<file path="config.mk">
export PLATFORM = sky130hd
export DESIGN_NAME = mbl_link_slave
export DESIGN_NICKNAME = d
export VERILOG_FILES = /design/src/core/mbl_pkg.sv /design/src/core/mbl_link_slave.sv
export VERILOG_INCLUDE_DIRS = /design/src /design/src/core
export SDC_FILE = /design/constraint.sdc
export NUM_CORES = 2
export LEC_CHECK = 0
export BUFFER_PORTS_ARGS = -buffer_cell sky130_fd_sc_hd__buf_2
export CAP_MARGIN = 25
export CORE_MARGIN = 2
export CORE_UTILIZATION = 25
export DETAILED_ROUTE_END_ITERATION = 10
export HOLD_SLACK_MARGIN = 0.06
export PLACE_DENSITY_LB_ADDON = 0.05
export RECOVER_POWER = 100
export SLEW_MARGIN = 20
export SYNTH_ARGS = -nofsm -noshare
export SYNTH_HDL_FRONTEND = slang
export SYNTH_SLANG_ARGS = --single-unit
</file>
<file path="constraint.sdc">
create_clock -name ref_clk -period 6.1 [get_ports ref_clk]
set_input_delay 1.22 -clock ref_clk [delete_from_list [all_inputs] [get_ports ref_clk]]
set_output_delay 1.22 -clock ref_clk [all_outputs]
set_load 0.02 [all_outputs]
</file>
<file path="src/core/mbl_defines.svh">
// constants for the bus link layer slave
`ifndef MBL_DEFINES_SVH
`define MBL_DEFINES_SVH
`define MBL_CLK_HZ 100000000
`define MBL_BAUD_MIN 300
`define MBL_ACK_CHAR 8'he5
`define MBL_SHORT_START 8'h10
`define MBL_LONG_START 8'h68
`define MBL_STOP_CHAR 8'h16
`define MBL_C_NKE 8'h40
`define MBL_C_SND_UD 4'h3
`define MBL_C_REQ_UD2 4'hb
`define MBL_C_REQ_UD1 4'ha
`define MBL_C_RSP_UD 8'h08
`define MBL_C_DIR_BIT 6
`define MBL_C_FCB_BIT 5
`define MBL_C_FCV_BIT 4
`define MBL_CI_MODE_BIT 2
`define MBL_ADDR_MAX 8'hfa
`define MBL_ADDR_SEL 8'hfd
`define MBL_ADDR_TEST 8'hfe
`define MBL_ADDR_BCAST 8'hff
`define MBL_L_OVERHEAD 8'h03
`define MBL_MAX_USER 8'hfc
`define MBL_BUF_DEPTH 256
`endif

</file>
<file path="src/core/mbl_pkg.sv">
// types for the bus link layer slave
package mbl_pkg;
	typedef enum logic [3:0] {
		MBL_RX_IDLE, MBL_RX_L1, MBL_RX_L2, MBL_RX_S2, MBL_RX_C, MBL_RX_A,
		MBL_RX_CI, MBL_RX_DATA, MBL_RX_CS, MBL_RX_STOP
	} mbl_rx_e;
	typedef enum logic [1:0] {MBL_REP_NONE, MBL_REP_ACK, MBL_REP_RSP} mbl_rep_e;
	typedef enum logic [2:0] {
		MBL_TX_IDLE, MBL_TX_HDR, MBL_TX_BODY, MBL_TX_CS, MBL_TX_END
	} mbl_tx_e;
endpackage

</file>
<file path="src/core/mbl_link_slave.sv">
// link layer slave: uart framing, frame parse, ack and response reply
//
// Overview of operation
// - start, eight data, even parity, stop
// - telegram characters sent without gaps
// - data bits least significant first
// - half duplex, bit rate configurable
// - acknowledge is single character e5
// - short frame: 10, c, a, cs, 16
// - long frame layout with 0..252 user bytes
// - checksum is modulo-256 sum c..data
// - length equals user bytes plus three
// - control byte direction, fcb/fcv, function
// - retries repeat reply unchanged
// - ignore fcb when fcv is zero
// - control codes for nke, ud, req, rsp
// - addresses 1..250, unconfigured answers 0
// - 255 silent, 254 reply own address
// - 253 answers when secondary selected
// - ci mode bit flags msb-first order
// - nke resets fcb expectation to one
// - nke answered with acknowledge
// - good snd_ud acknowledged, bad silent
// - req_ud2 answered with rsp_ud long frame
`timescale 1ns/100ps
`include "mbl_defines.svh"
module mbl_link_slave #(
	parameter int CLK_HZ = `MBL_CLK_HZ,
	parameter int BAUD = 2400,
	parameter int DEPTH = `MBL_BUF_DEPTH
) (
	// clock and reset
	input wire logic ref_clk,
	input wire logic rst,
	// serial line
	input wire logic rxd,
	output logic txd,
	output logic tx_busy,
	// configuration
	input wire logic [7:0] own_addr,
	input wire logic sec_selected,
	// reply user data source, written before a request
	input wire logic [7:0] rsp_len,
	input wire logic rsp_wr,
	input wire logic [7:0] rsp_wr_addr,
	input wire logic [7:0] rsp_wr_data,
	input wire logic [7:0] rsp_ci,
	input wire logic rsp_next,
	// received telegram events
	output logic rx_frame,
	output logic [7:0] rx_c,
	output logic [7:0] rx_ci,
	output logic [7:0] rx_nbytes,
	output logic rx_mode_msb,
	output logic rx_err,
	output logic nke_seen,
	output logic fcb_expect,
	output logic rsp_is_repeat,
	// received user data stream
	output logic rx_data_vld,
	output logic [7:0] rx_data
);
	import mbl_pkg::*;

	// ============================================================
	// bit timing
	localparam int BIT_CYC = CLK_HZ / BAUD;
	localparam int HALF_CYC = BIT_CYC / 2;
	localparam int CW = $clog2(BIT_CYC + 1);

	function automatic logic par_even(input logic [7:0] d);
		par_even = ^d;
	endfunction

	function automatic logic addr_hit(input logic [7:0] a, input logic [7:0] own, input logic sel);
		// 255 and 254 reach everyone, 253 only the selected slave
		addr_hit = (a == own) || (a == `MBL_ADDR_BCAST) || (a == `MBL_ADDR_TEST) ||
			((a == `MBL_ADDR_SEL) && sel);
	endfunction

	// ============================================================
	// receiver: two-flop sync then character framing
	logic rx_s1_reg, rx_s2_reg; // only s2 is read by logic
	always_ff @(posedge ref_clk) begin
		if (rst) begin
			rx_s1_reg <= 1'b1;
			rx_s2_reg <= 1'b1;
		end else begin
			rx_s1_reg <= rxd;
			rx_s2_reg <= rx_s1_reg;
		end
	end

	logic [CW-1:0] rcnt_reg; // bit timer
	logic [3:0] rbit_reg; // 0 start, 1..8 data, 9 parity, 10 stop
	logic rbusy_reg;
	logic [7:0] rsh_reg; // data shift, lsb arrives first
	logic rpar_reg;
	logic chr_vld; // one-cycle character strobe
	logic chr_perr;
	logic [7:0] chr;
	always_ff @(posedge ref_clk) begin
		if (rst) begin
			rcnt_reg <= '0;
			rbit_reg <= '0;
			rbusy_reg <= 1'b0;
			rsh_reg <= 8'h00;
			rpar_reg <= 1'b0;
			chr_vld <= 1'b0;
			chr_perr <= 1'b0;
			chr <= 8'h00;
		end else begin
			chr_vld <= 1'b0;
			if (!rbusy_reg) begin
				// idle line is mark; a space starts a character
				if (!rx_s2_reg && !tx_busy) begin
					rbusy_reg <= 1'b1;
					rcnt_reg <= CW'(HALF_CYC);
					rbit_reg <= '0;
				end
			end else if (rcnt_reg != '0) begin
				rcnt_reg <= rcnt_reg - 1'b1;
			end else begin
				rcnt_reg <= CW'(BIT_CYC - 1);
				rbit_reg <= rbit_reg + 1'b1;
				if (rbit_reg == 4'd0) begin
					// a glitch, not a real start bit
					if (rx_s2_reg) rbusy_reg <= 1'b0;
				end else if (rbit_reg <= 4'd8) begin
					rsh_reg <= {rx_s2_reg, rsh_reg[7:1]};
				end else if (rbit_reg == 4'd9) begin
					rpar_reg <= rx_s2_reg;
				end else begin
					// stop bit: a space here is a framing fault
					rbusy_reg <= 1'b0;
					chr_vld <= 1'b1;
					chr <= rsh_reg;
					chr_perr <= (par_even(rsh_reg) != rpar_reg) || !rx_s2_reg;
				end
			end
		end
	end

	// ============================================================
	// frame parser
	mbl_rx_e rx_st_reg;
	logic [7:0] len_reg, cnt_reg, sum_reg, c_reg, a_reg, ci_reg;
	logic bad_reg, long_reg;
	logic frm_ok; // one-cycle: good frame addressed here
	always_ff @(posedge ref_clk) begin
		if (rst) begin
			rx_st_reg <= MBL_RX_IDLE;
			len_reg <= 8'h00;
			cnt_reg <= 8'h00;
			sum_reg <= 8'h00;
			c_reg <= 8'h00;
			a_reg <= 8'h00;
			ci_reg <= 8'h00;
			bad_reg <= 1'b0;
			long_reg <= 1'b0;
			frm_ok <= 1'b0;
			rx_err <= 1'b0;
			rx_data_vld <= 1'b0;
			rx_data <= 8'h00;
		end else begin
			frm_ok <= 1'b0;
			rx_err <= 1'b0;
			rx_data_vld <= 1'b0;
			if (chr_vld) begin
				if (chr_perr && rx_st_reg != MBL_RX_IDLE) bad_reg <= 1'b1;
				unique case (rx_st_reg)
					MBL_RX_IDLE: begin
						bad_reg <= chr_perr;
						sum_reg <= 8'h00;
						if (chr == `MBL_SHORT_START) begin
							long_reg <= 1'b0;
							rx_st_reg <= MBL_RX_C;
						end else if (chr == `MBL_LONG_START) begin
							long_reg <= 1'b1;
							rx_st_reg <= MBL_RX_L1;
						end else begin
							// stray characters (including echoed acks) are dropped
							rx_st_reg <= MBL_RX_IDLE;
						end
					end
					MBL_RX_L1: begin
						len_reg <= chr;
						if (chr < `MBL_L_OVERHEAD) bad_reg <= 1'b1;
						rx_st_reg <= MBL_RX_L2;
					end
					MBL_RX_L2: begin
						if (chr != len_reg) bad_reg <= 1'b1;
						rx_st_reg <= MBL_RX_S2;
					end
					MBL_RX_S2: begin
						if (chr != `MBL_LONG_START) bad_reg <= 1'b1;
						rx_st_reg <= MBL_RX_C;
					end
					MBL_RX_C: begin
						c_reg <= chr;
						sum_reg <= chr;
						rx_st_reg <= MBL_RX_A;
					end
					MBL_RX_A: begin
						a_reg <= chr;
						sum_reg <= sum_reg + chr;
						cnt_reg <= len_reg - `MBL_L_OVERHEAD;
						rx_st_reg <= long_reg ? MBL_RX_CI : MBL_RX_CS;
					end
					MBL_RX_CI: begin
						ci_reg <= chr;
						sum_reg <= sum_reg + chr;
						rx_st_reg <= (cnt_reg == 8'h00) ? MBL_RX_CS : MBL_RX_DATA;
					end
					MBL_RX_DATA: begin
						sum_reg <= sum_reg + chr;
						cnt_reg <= cnt_reg - 1'b1;
						rx_data_vld <= addr_hit(a_reg, own_addr, sec_selected);
						rx_data <= chr;
						if (cnt_reg == 8'h01) rx_st_reg <= MBL_RX_CS;
					end
					MBL_RX_CS: begin
						if (chr != sum_reg) bad_reg <= 1'b1;
						rx_st_reg <= MBL_RX_STOP;
					end
					MBL_RX_STOP: begin
						rx_st_reg <= MBL_RX_IDLE;
						// the direction bit must say master-to-slave
						if (bad_reg || chr_perr || chr != `MBL_STOP_CHAR || c_reg[7] ||
							!c_reg[`MBL_C_DIR_BIT]) begin
							rx_err <= 1'b1;
						end else if (addr_hit(a_reg, own_addr, sec_selected)) begin
							frm_ok <= 1'b1;
						end
					end
					default: rx_st_reg <= MBL_RX_IDLE;
				endcase
			end
		end
	end

	// ============================================================
	// received-frame report to the user side
	always_ff @(posedge ref_clk) begin
		if (rst) begin
			rx_frame <= 1'b0;
			rx_c <= 8'h00;
			rx_ci <= 8'h00;
			rx_nbytes <= 8'h00;
			rx_mode_msb <= 1'b0;
		end else begin
			rx_frame <= frm_ok;
			if (frm_ok) begin
				rx_c <= c_reg;
				rx_ci <= long_reg ? ci_reg : 8'h00;
				rx_nbytes <= long_reg ? (len_reg - `MBL_L_OVERHEAD) : 8'h00;
				rx_mode_msb <= long_reg & ci_reg[`MBL_CI_MODE_BIT];
			end
		end
	end

	// ============================================================
	// reply decision and frame count bookkeeping
	logic is_nke, is_ud, is_req2, fcv, fcb, retry;
	assign is_nke = !long_reg && c_reg == `MBL_C_NKE;
	assign is_ud = long_reg && c_reg[3:0] == `MBL_C_SND_UD;
	assign is_req2 = !long_reg && c_reg[3:0] == `MBL_C_REQ_UD2;
	assign fcv = c_reg[`MBL_C_FCV_BIT];
	assign fcb = c_reg[`MBL_C_FCB_BIT];
	// a retry keeps the old fcb; fcv low means never a retry
	assign retry = fcv && (fcb != fcb_expect);

	mbl_rep_e rep_req; // one-cycle reply request
	logic snap_reg; // reply data frozen for the next response
	always_ff @(posedge ref_clk) begin
		if (rst) begin
			rep_req <= MBL_REP_NONE;
			fcb_expect <= 1'b1;
			nke_seen <= 1'b0;
			rsp_is_repeat <= 1'b0;
		end else begin
			rep_req <= MBL_REP_NONE;
			nke_seen <= 1'b0;
			if (frm_ok) begin
				if (is_nke) begin
					fcb_expect <= 1'b1;
					nke_seen <= 1'b1;
				end else if (fcv && !retry) begin
					fcb_expect <= ~fcb_expect;
				end
				// broadcast 255 is taken but never answered
				if (a_reg != `MBL_ADDR_BCAST) begin
					if (is_nke || is_ud) rep_req <= MBL_REP_ACK;
					else if (is_req2) rep_req <= MBL_REP_RSP;
				end
				if (is_req2) rsp_is_repeat <= retry;
			end
		end
	end

	// ============================================================
	// reply buffer: user writes here, repeats resend it unchanged
	logic [7:0] buf_mem [DEPTH];
	logic [7:0] rd_data;
	logic [7:0] tlen_reg, tci_reg;
	always_ff @(posedge ref_clk) begin
		if (rsp_wr) buf_mem[rsp_wr_addr] <= rsp_wr_data;
	end
	// length and ci latched per fresh response, and for a repeat while no snapshot is held yet
	always_ff @(posedge ref_clk) begin
		if (rst) begin
			tlen_reg <= 8'h00;
			tci_reg <= 8'h00;
			snap_reg <= 1'b0;
		end else begin
			if (rsp_next) snap_reg <= 1'b1;
			if (rep_req == MBL_REP_RSP && (!rsp_is_repeat || !snap_reg)) begin
				tlen_reg <= (rsp_len > `MBL_MAX_USER) ? `MBL_MAX_USER : rsp_len;
				tci_reg <= rsp_ci;
				snap_reg <= 1'b1;
			end
		end
	end

	// ============================================================
	// transmitter sequencer and serializer
	mbl_tx_e tx_st_reg;
	logic [2:0] hidx_reg; // header position 0..6
	logic [7:0] bidx_reg, tsum_reg;
	logic [10:0] tsh_reg; // start, data, parity, stop
	logic [3:0] tbits_reg;
	logic [CW-1:0] tcnt_reg;
	logic tload; // serializer free: idle, or in the last cycle of its stop bit
	logic [7:0] tbyte;
	logic tgo;
	// freeing the serializer one stop-bit cycle early lets the next start bit follow without a stretched stop
	assign tload = (tbits_reg == 4'd0) || (tbits_reg == 4'd1 && tcnt_reg == '0);
	assign rd_data = buf_mem[bidx_reg];
	// own address even when called through 254
	always_comb begin
		tbyte = 8'h00;
		tgo = 1'b0;
		unique case (tx_st_reg)
			MBL_TX_IDLE: begin
				tgo = 1'b0;
			end
			MBL_TX_HDR: begin
				tgo = 1'b1;
				unique case (hidx_reg)
					3'd0, 3'd3: tbyte = `MBL_LONG_START;
					3'd1, 3'd2: tbyte = tlen_reg + `MBL_L_OVERHEAD;
					3'd4: tbyte = `MBL_C_RSP_UD;
					3'd5: tbyte = own_addr;
					default: tbyte = tci_reg;
				endcase
			end
			MBL_TX_BODY: begin
				tgo = 1'b1;
				tbyte = rd_data;
			end
			MBL_TX_CS: begin
				tgo = 1'b1;
				tbyte = tsum_reg;
			end
			MBL_TX_END: begin
				tgo = 1'b1;
				tbyte = `MBL_STOP_CHAR;
			end
		endcase
	end

	logic ack_pend_reg;
	always_ff @(posedge ref_clk) begin
		if (rst) begin
			tx_st_reg <= MBL_TX_IDLE;
			hidx_reg <= '0;
			bidx_reg <= 8'h00;
			tsum_reg <= 8'h00;
			ack_pend_reg <= 1'b0;
		end else begin
			unique case (tx_st_reg)
				MBL_TX_IDLE: begin
					hidx_reg <= '0;
					bidx_reg <= 8'h00;
					tsum_reg <= 8'h00;
					if (rep_req == MBL_REP_ACK) ack_pend_reg <= 1'b1;
					else if (rep_req == MBL_REP_RSP) tx_st_reg <= MBL_TX_HDR;
					if (ack_pend_reg && tload) ack_pend_reg <= 1'b0;
				end
				MBL_TX_HDR: if (tload) begin
					if (hidx_reg >= 3'd4) tsum_reg <= tsum_reg + tbyte;
					hidx_reg <= hidx_reg + 1'b1;
					if (hidx_reg == 3'd6) tx_st_reg <= (tlen_reg == 8'h00) ? MBL_TX_CS : MBL_TX_BODY;
				end
				MBL_TX_BODY: if (tload) begin
					tsum_reg <= tsum_reg + tbyte;
					bidx_reg <= bidx_reg + 1'b1;
					if (bidx_reg == tlen_reg - 1'b1) tx_st_reg <= MBL_TX_CS;
				end
				MBL_TX_CS: if (tload) tx_st_reg <= MBL_TX_END;
				MBL_TX_END: if (tload) tx_st_reg <= MBL_TX_IDLE;
				default: tx_st_reg <= MBL_TX_IDLE;
			endcase
		end
	end

	// serializer reloads in the cycle its stop bit ends, so no gap
	logic [7:0] load_byte;
	logic load_now;
	assign load_now = tload && (tgo || (ack_pend_reg && tx_st_reg == MBL_TX_IDLE));
	assign load_byte = tgo ? tbyte : `MBL_ACK_CHAR;
	always_ff @(posedge ref_clk) begin
		if (rst) begin
			tsh_reg <= 11'h7ff;
			tbits_reg <= 4'd0;
			tcnt_reg <= '0;
			txd <= 1'b1;
		end else if (load_now) begin
			tsh_reg <= {1'b1, par_even(load_byte), load_byte, 1'b0};
			tbits_reg <= 4'd11;
			tcnt_reg <= CW'(BIT_CYC - 1);
			txd <= 1'b0;
		end else if (!tload) begin
			if (tcnt_reg != '0) begin
				tcnt_reg <= tcnt_reg - 1'b1;
			end else begin
				tcnt_reg <= CW'(BIT_CYC - 1);
				tsh_reg <= {1'b1, tsh_reg[10:1]};
				tbits_reg <= tbits_reg - 1'b1;
				txd <= tsh_reg[1]; // the stop mark shifts out last
			end
		end
	end
	// receiver is blind while busy, half duplex
	assign tx_busy = !tload || tx_st_reg != MBL_TX_IDLE || ack_pend_reg || rep_req != MBL_REP_NONE;

	// ============================================================
	// checks
	a_idle_mark: assert property (@(posedge ref_clk) disable iff (rst)
		!tx_busy |-> txd) else $error("line not at mark while idle");
	a_bcast_silent: assert property (@(posedge ref_clk) disable iff (rst)
		(frm_ok && a_reg == `MBL_ADDR_BCAST) |=> rep_req == MBL_REP_NONE)
		else $error("broadcast answered");
	a_nke_ack: assert property (@(posedge ref_clk) disable iff (rst)
		(frm_ok && is_nke && a_reg != `MBL_ADDR_BCAST) |=> rep_req == MBL_REP_ACK)
		else $error("nke not acknowledged");
	a_ud_ack: assert property (@(posedge ref_clk) disable iff (rst)
		(frm_ok && is_ud && a_reg != `MBL_ADDR_BCAST) |=> rep_req == MBL_REP_ACK)
		else $error("snd_ud not acknowledged");
	a_req_rsp: assert property (@(posedge ref_clk) disable iff (rst)
		(frm_ok && is_req2 && a_reg != `MBL_ADDR_BCAST) |=> rep_req == MBL_REP_RSP)
		else $error("req_ud2 not answered");
	a_err_silent: assert property (@(posedge ref_clk) disable iff (rst)
		rx_err |=> !rx_frame && rep_req == MBL_REP_NONE) else $error("bad frame accepted");
	a_nke_fcb: assert property (@(posedge ref_clk) disable iff (rst)
		(frm_ok && is_nke) |=> fcb_expect) else $error("fcb not resynced");
	a_fcv_ignore: assert property (@(posedge ref_clk) disable iff (rst)
		(frm_ok && !fcv && !is_nke) |=> $stable(fcb_expect)) else $error("fcb used without fcv");
	a_start_space: assert property (@(posedge ref_clk) disable iff (rst)
		load_now |=> !txd [*8]) else $error("start bit not space");
	c_ack_sent: cover property (@(posedge ref_clk) disable iff (rst) rep_req == MBL_REP_ACK);
	c_rsp_sent: cover property (@(posedge ref_clk) disable iff (rst) tx_st_reg == MBL_TX_END);
	c_rx_err: cover property (@(posedge ref_clk) disable iff (rst) rx_err);
	c_repeat: cover property (@(posedge ref_clk) disable iff (rst) frm_ok && is_req2 && retry);
endmodule

</file>
==> run metrics <==
post-route non-filler standard cell count between 10000 and 15000; Pwr Total ~37 mW; Detailed Routing Iterations Pass 1 6; Inst Count DP 10135; layout cell share with drive strength beyond 1 20.6%; slowest CP cell dfxtp_4; largest net degree at the start of global routing 142; die extent in x roughly 600 um; Core ar. ~360000 um^2; clk_lat worst skew approximately 0.94 ns; violated checks max-capacitance violations, max-slew violations; Post-synth top cells edfxtp_1 (2048), mux4_2 (499), nor2_1 (481), nand2_1 (275), dfxtp_1 (215); first-pass GRT wire length 459000 um; Max Cap Viol 30; met2 wire length 164000 um; initial antenna violation count 26; flops & latches, synth 2263; crit-path leading delay family compound AO/OA/AOI/OAI gates; I/O pin cnt 87; vias in the first global route approximately 52000; cell area power density 345 nW/um^2; vias 50546; max reg flops 2048; Max Root-Sink Buffers 4; CP Capture Type flop; worst path cell trace buf_12, buf_12, mux4_2, a22oi_1, a21oi_1, nor4_2, buf_4, a2111oi_1, clkbuf_1, a21oi_2, inv_1, ha_1, a21oi_1, o21bai_1, a21oi_1, o21bai_1, a21oi_1, xnor2_1, nor2_1, o21ai_0, a21oi_1; die area 368000 um^2; PortBufs between 80 and 90; cts-stage hold buffer count 0; Tmin final just under 6 ns; DR WL met3 14100 um; R2R cell count 21; ys async rst share 0%; row cnt 221; detailed placer's ending HPWL 220000 um; Slew @ Worst Pin 5.71 ns; grt total ovfl 0; Initial Utilization 25.1%; VDD IR max 0.194 mV; Crit path required time roughly 7 ns; Seq/Total Area, Yosys slightly above 70%; post-CTS setup buffers 0; Nets 5720; DRC Markers 0; Tcrit/Tclk final between 90% and 100%; wire per inst 31.6 um; initial drt markers 4131; CP Buf/Inv Count 5; Post-DRT Antenna Nets 0; Vias/cell 4.75; CP endpoint tsum_reg[7]; hold violation count in the final report 0; RSZ-0062 raised after global routing no; Mapped Cells 5127; H-tree Lvls 5; CP max stage delay 0.75 ns; gpl congestion 0.788; Leak 32.4 nW; most common cell in the netlist edfxtp_1; Storage cell area 65800 um^2; synth top area cells edfxtp_1 (68%), mux4_2 (12%), dfxtp_1 (4.7%); Startpoint Class flop; multi-input combinational cell area 23300 um^2; Arr. time, crit path between 6 and 7 ns; CTS tree built; kind of critical path flop to flop; Synth top area share 67.7%; clock-pin slew on the worst setup and hold paths ~0.06 ns; fin. max-slew vios roughly 1300; Avg Cell Area, Syn 17.7 um^2; # setup viols final 0; root buf cell clkbuf_16; Mapped Area 90800 um^2; r2r setup slk 0.29 ns; Die Y 607 um; Syn-to-layout area delta 18.2%; clk sink count 2263; top layer in use met4; most frequent CP cell a21oi_1; Rel. slew slack -281%; Ys Warns 0; worst hold path class flop to flop; Synth area leader edfxtp_1; maximum fanout along the worst path 33; post_cts resized 0; Post-synth EDFFs 2048; reg2reg end tsum_reg[7]; routed wire length 337000 um; GRT Total Usage 18.1%; Post-Syn Nets about 5200; Unique masters post-synth 86; Synth Flop Type edfxtp_1; Layout Skew 0.0533 ns; f_max between 150 and 200 MHz; fillcell total 35753; outcome finished with violations; Num CTS Buffers 282; Met1 Wirelength 151000 um; critical path depth in cells 21
==> layout by cell type, fill, tap and decap left out, types with 27 or more instances in the layout <==
cell type and instances:
edfxtp_1 2048, mux4_2 499, nor2_1 474, clkbuf_1 319, clkbuf_16 284, nand2_1 274, dfxtp_1 207, a21oi_1 197
buf_4 193, mux2i_1 166, nand3_1 97, o21ai_0 71, nor3_1 65, clkinv_1 59, nor2b_1 51, o22ai_1 51
a22oi_1 51, xnor2_1 47, buf_12 46, clkinv_2 38, inv_1 34, buf_2 34, xor2_1 33, ha_1 33
o221ai_1 29, nand4_1 27
==> logic make-up (layout without fill, tap and decap cells) <==
group / Yosys count / count (layout) / share of synthesized area (%)
multiplexers: 678 / 678 / 14.4
flip-flops: 2263 / 2263 / 72.5
other: 0 / 7 / 0
buffers and inverters: 340 / 1063 / 1.98
adder cells (fa/ha/maj): 35 / 35 / 0.499
XOR/XNOR: 81 / 81 / 0.796
AO/OA/AOI/OAI: 590 / 590 / 4.28
AND/OR/NAND/NOR: 1140 / 1140 / 5.62
==> area by class of cell <==
cell class	count	area share, %
repair buffers	530	3.29
inverters	38	0.140
multi-input cells	2524	21.7
clock buffers	356	6.89
clock inverters	139	1.09
well taps	4794	5.59
flip-flops and latches	2263	61.3
diodes	7	0.0163
==> routing by layer <==
layer / GRT usage [%] / vias to the layer above
met5: 0 / -
met4: 4.03 / 0
met3: 2.19 / 371
met2: 30.6 / 1227
met1: 24.7 / 27324
li1: - / 21624
==> where the power goes <==
group | switching, mW | internal, mW | leakage [nW]
logic | 2.35 | 1.54 | 8.12
registers | 0.150 | 17.1 | 20.1
clock network | 6.77 | 9.16 | 4.18
total | 9.27 | 27.8 | 32.4
==> worst min-delay path, stage by stage, from the launching register on <==
cell and delay (ns):
dfxtp_1 0.31, nand2_1 0.05, a21oi_1 0.05
==> how the worst min path moves through the flow <==
stage               startpoint          to  slack, ns  cells past startpoint
floorplan            rx_s1_reg   rx_s2_reg       0.39                      1
global placement    rx_data[0]  rx_data[0]       0.45                      2
detailed placement  rx_data[6]  rx_data[6]       0.45                      2
CTS                        rxd   rx_s1_reg       0.44                      2
global route        rx_data[6]  rx_data[6]       0.47                      2
finish              rx_data[1]  rx_data[1]       0.45                      2
==> per-stage QoR <==
stage / util [%] / setup WS, ns / area [um^2] / TNS, ns / hold slack [ns]
4_1_cts: 29.9 / 0.0265 / 108000 / 0 / 0.444
2_1_floorplan: - / 1.69 / 90800 / 0 / 0.389
6_report: 29.7 / 0.292 / 107000 / 0 / 0.454
3_3_place_gp: 27.5 / -0.218 / 99500 / -0.218 / 0.447
3_5_place_dp: 27.5 / 0.0384 / 99700 / 0 / 0.447
5_1_grt: 29.7 / 0.0525 / 107000 / 0 / 0.472
No activity file was read; power rests on OpenSTA's default activity.
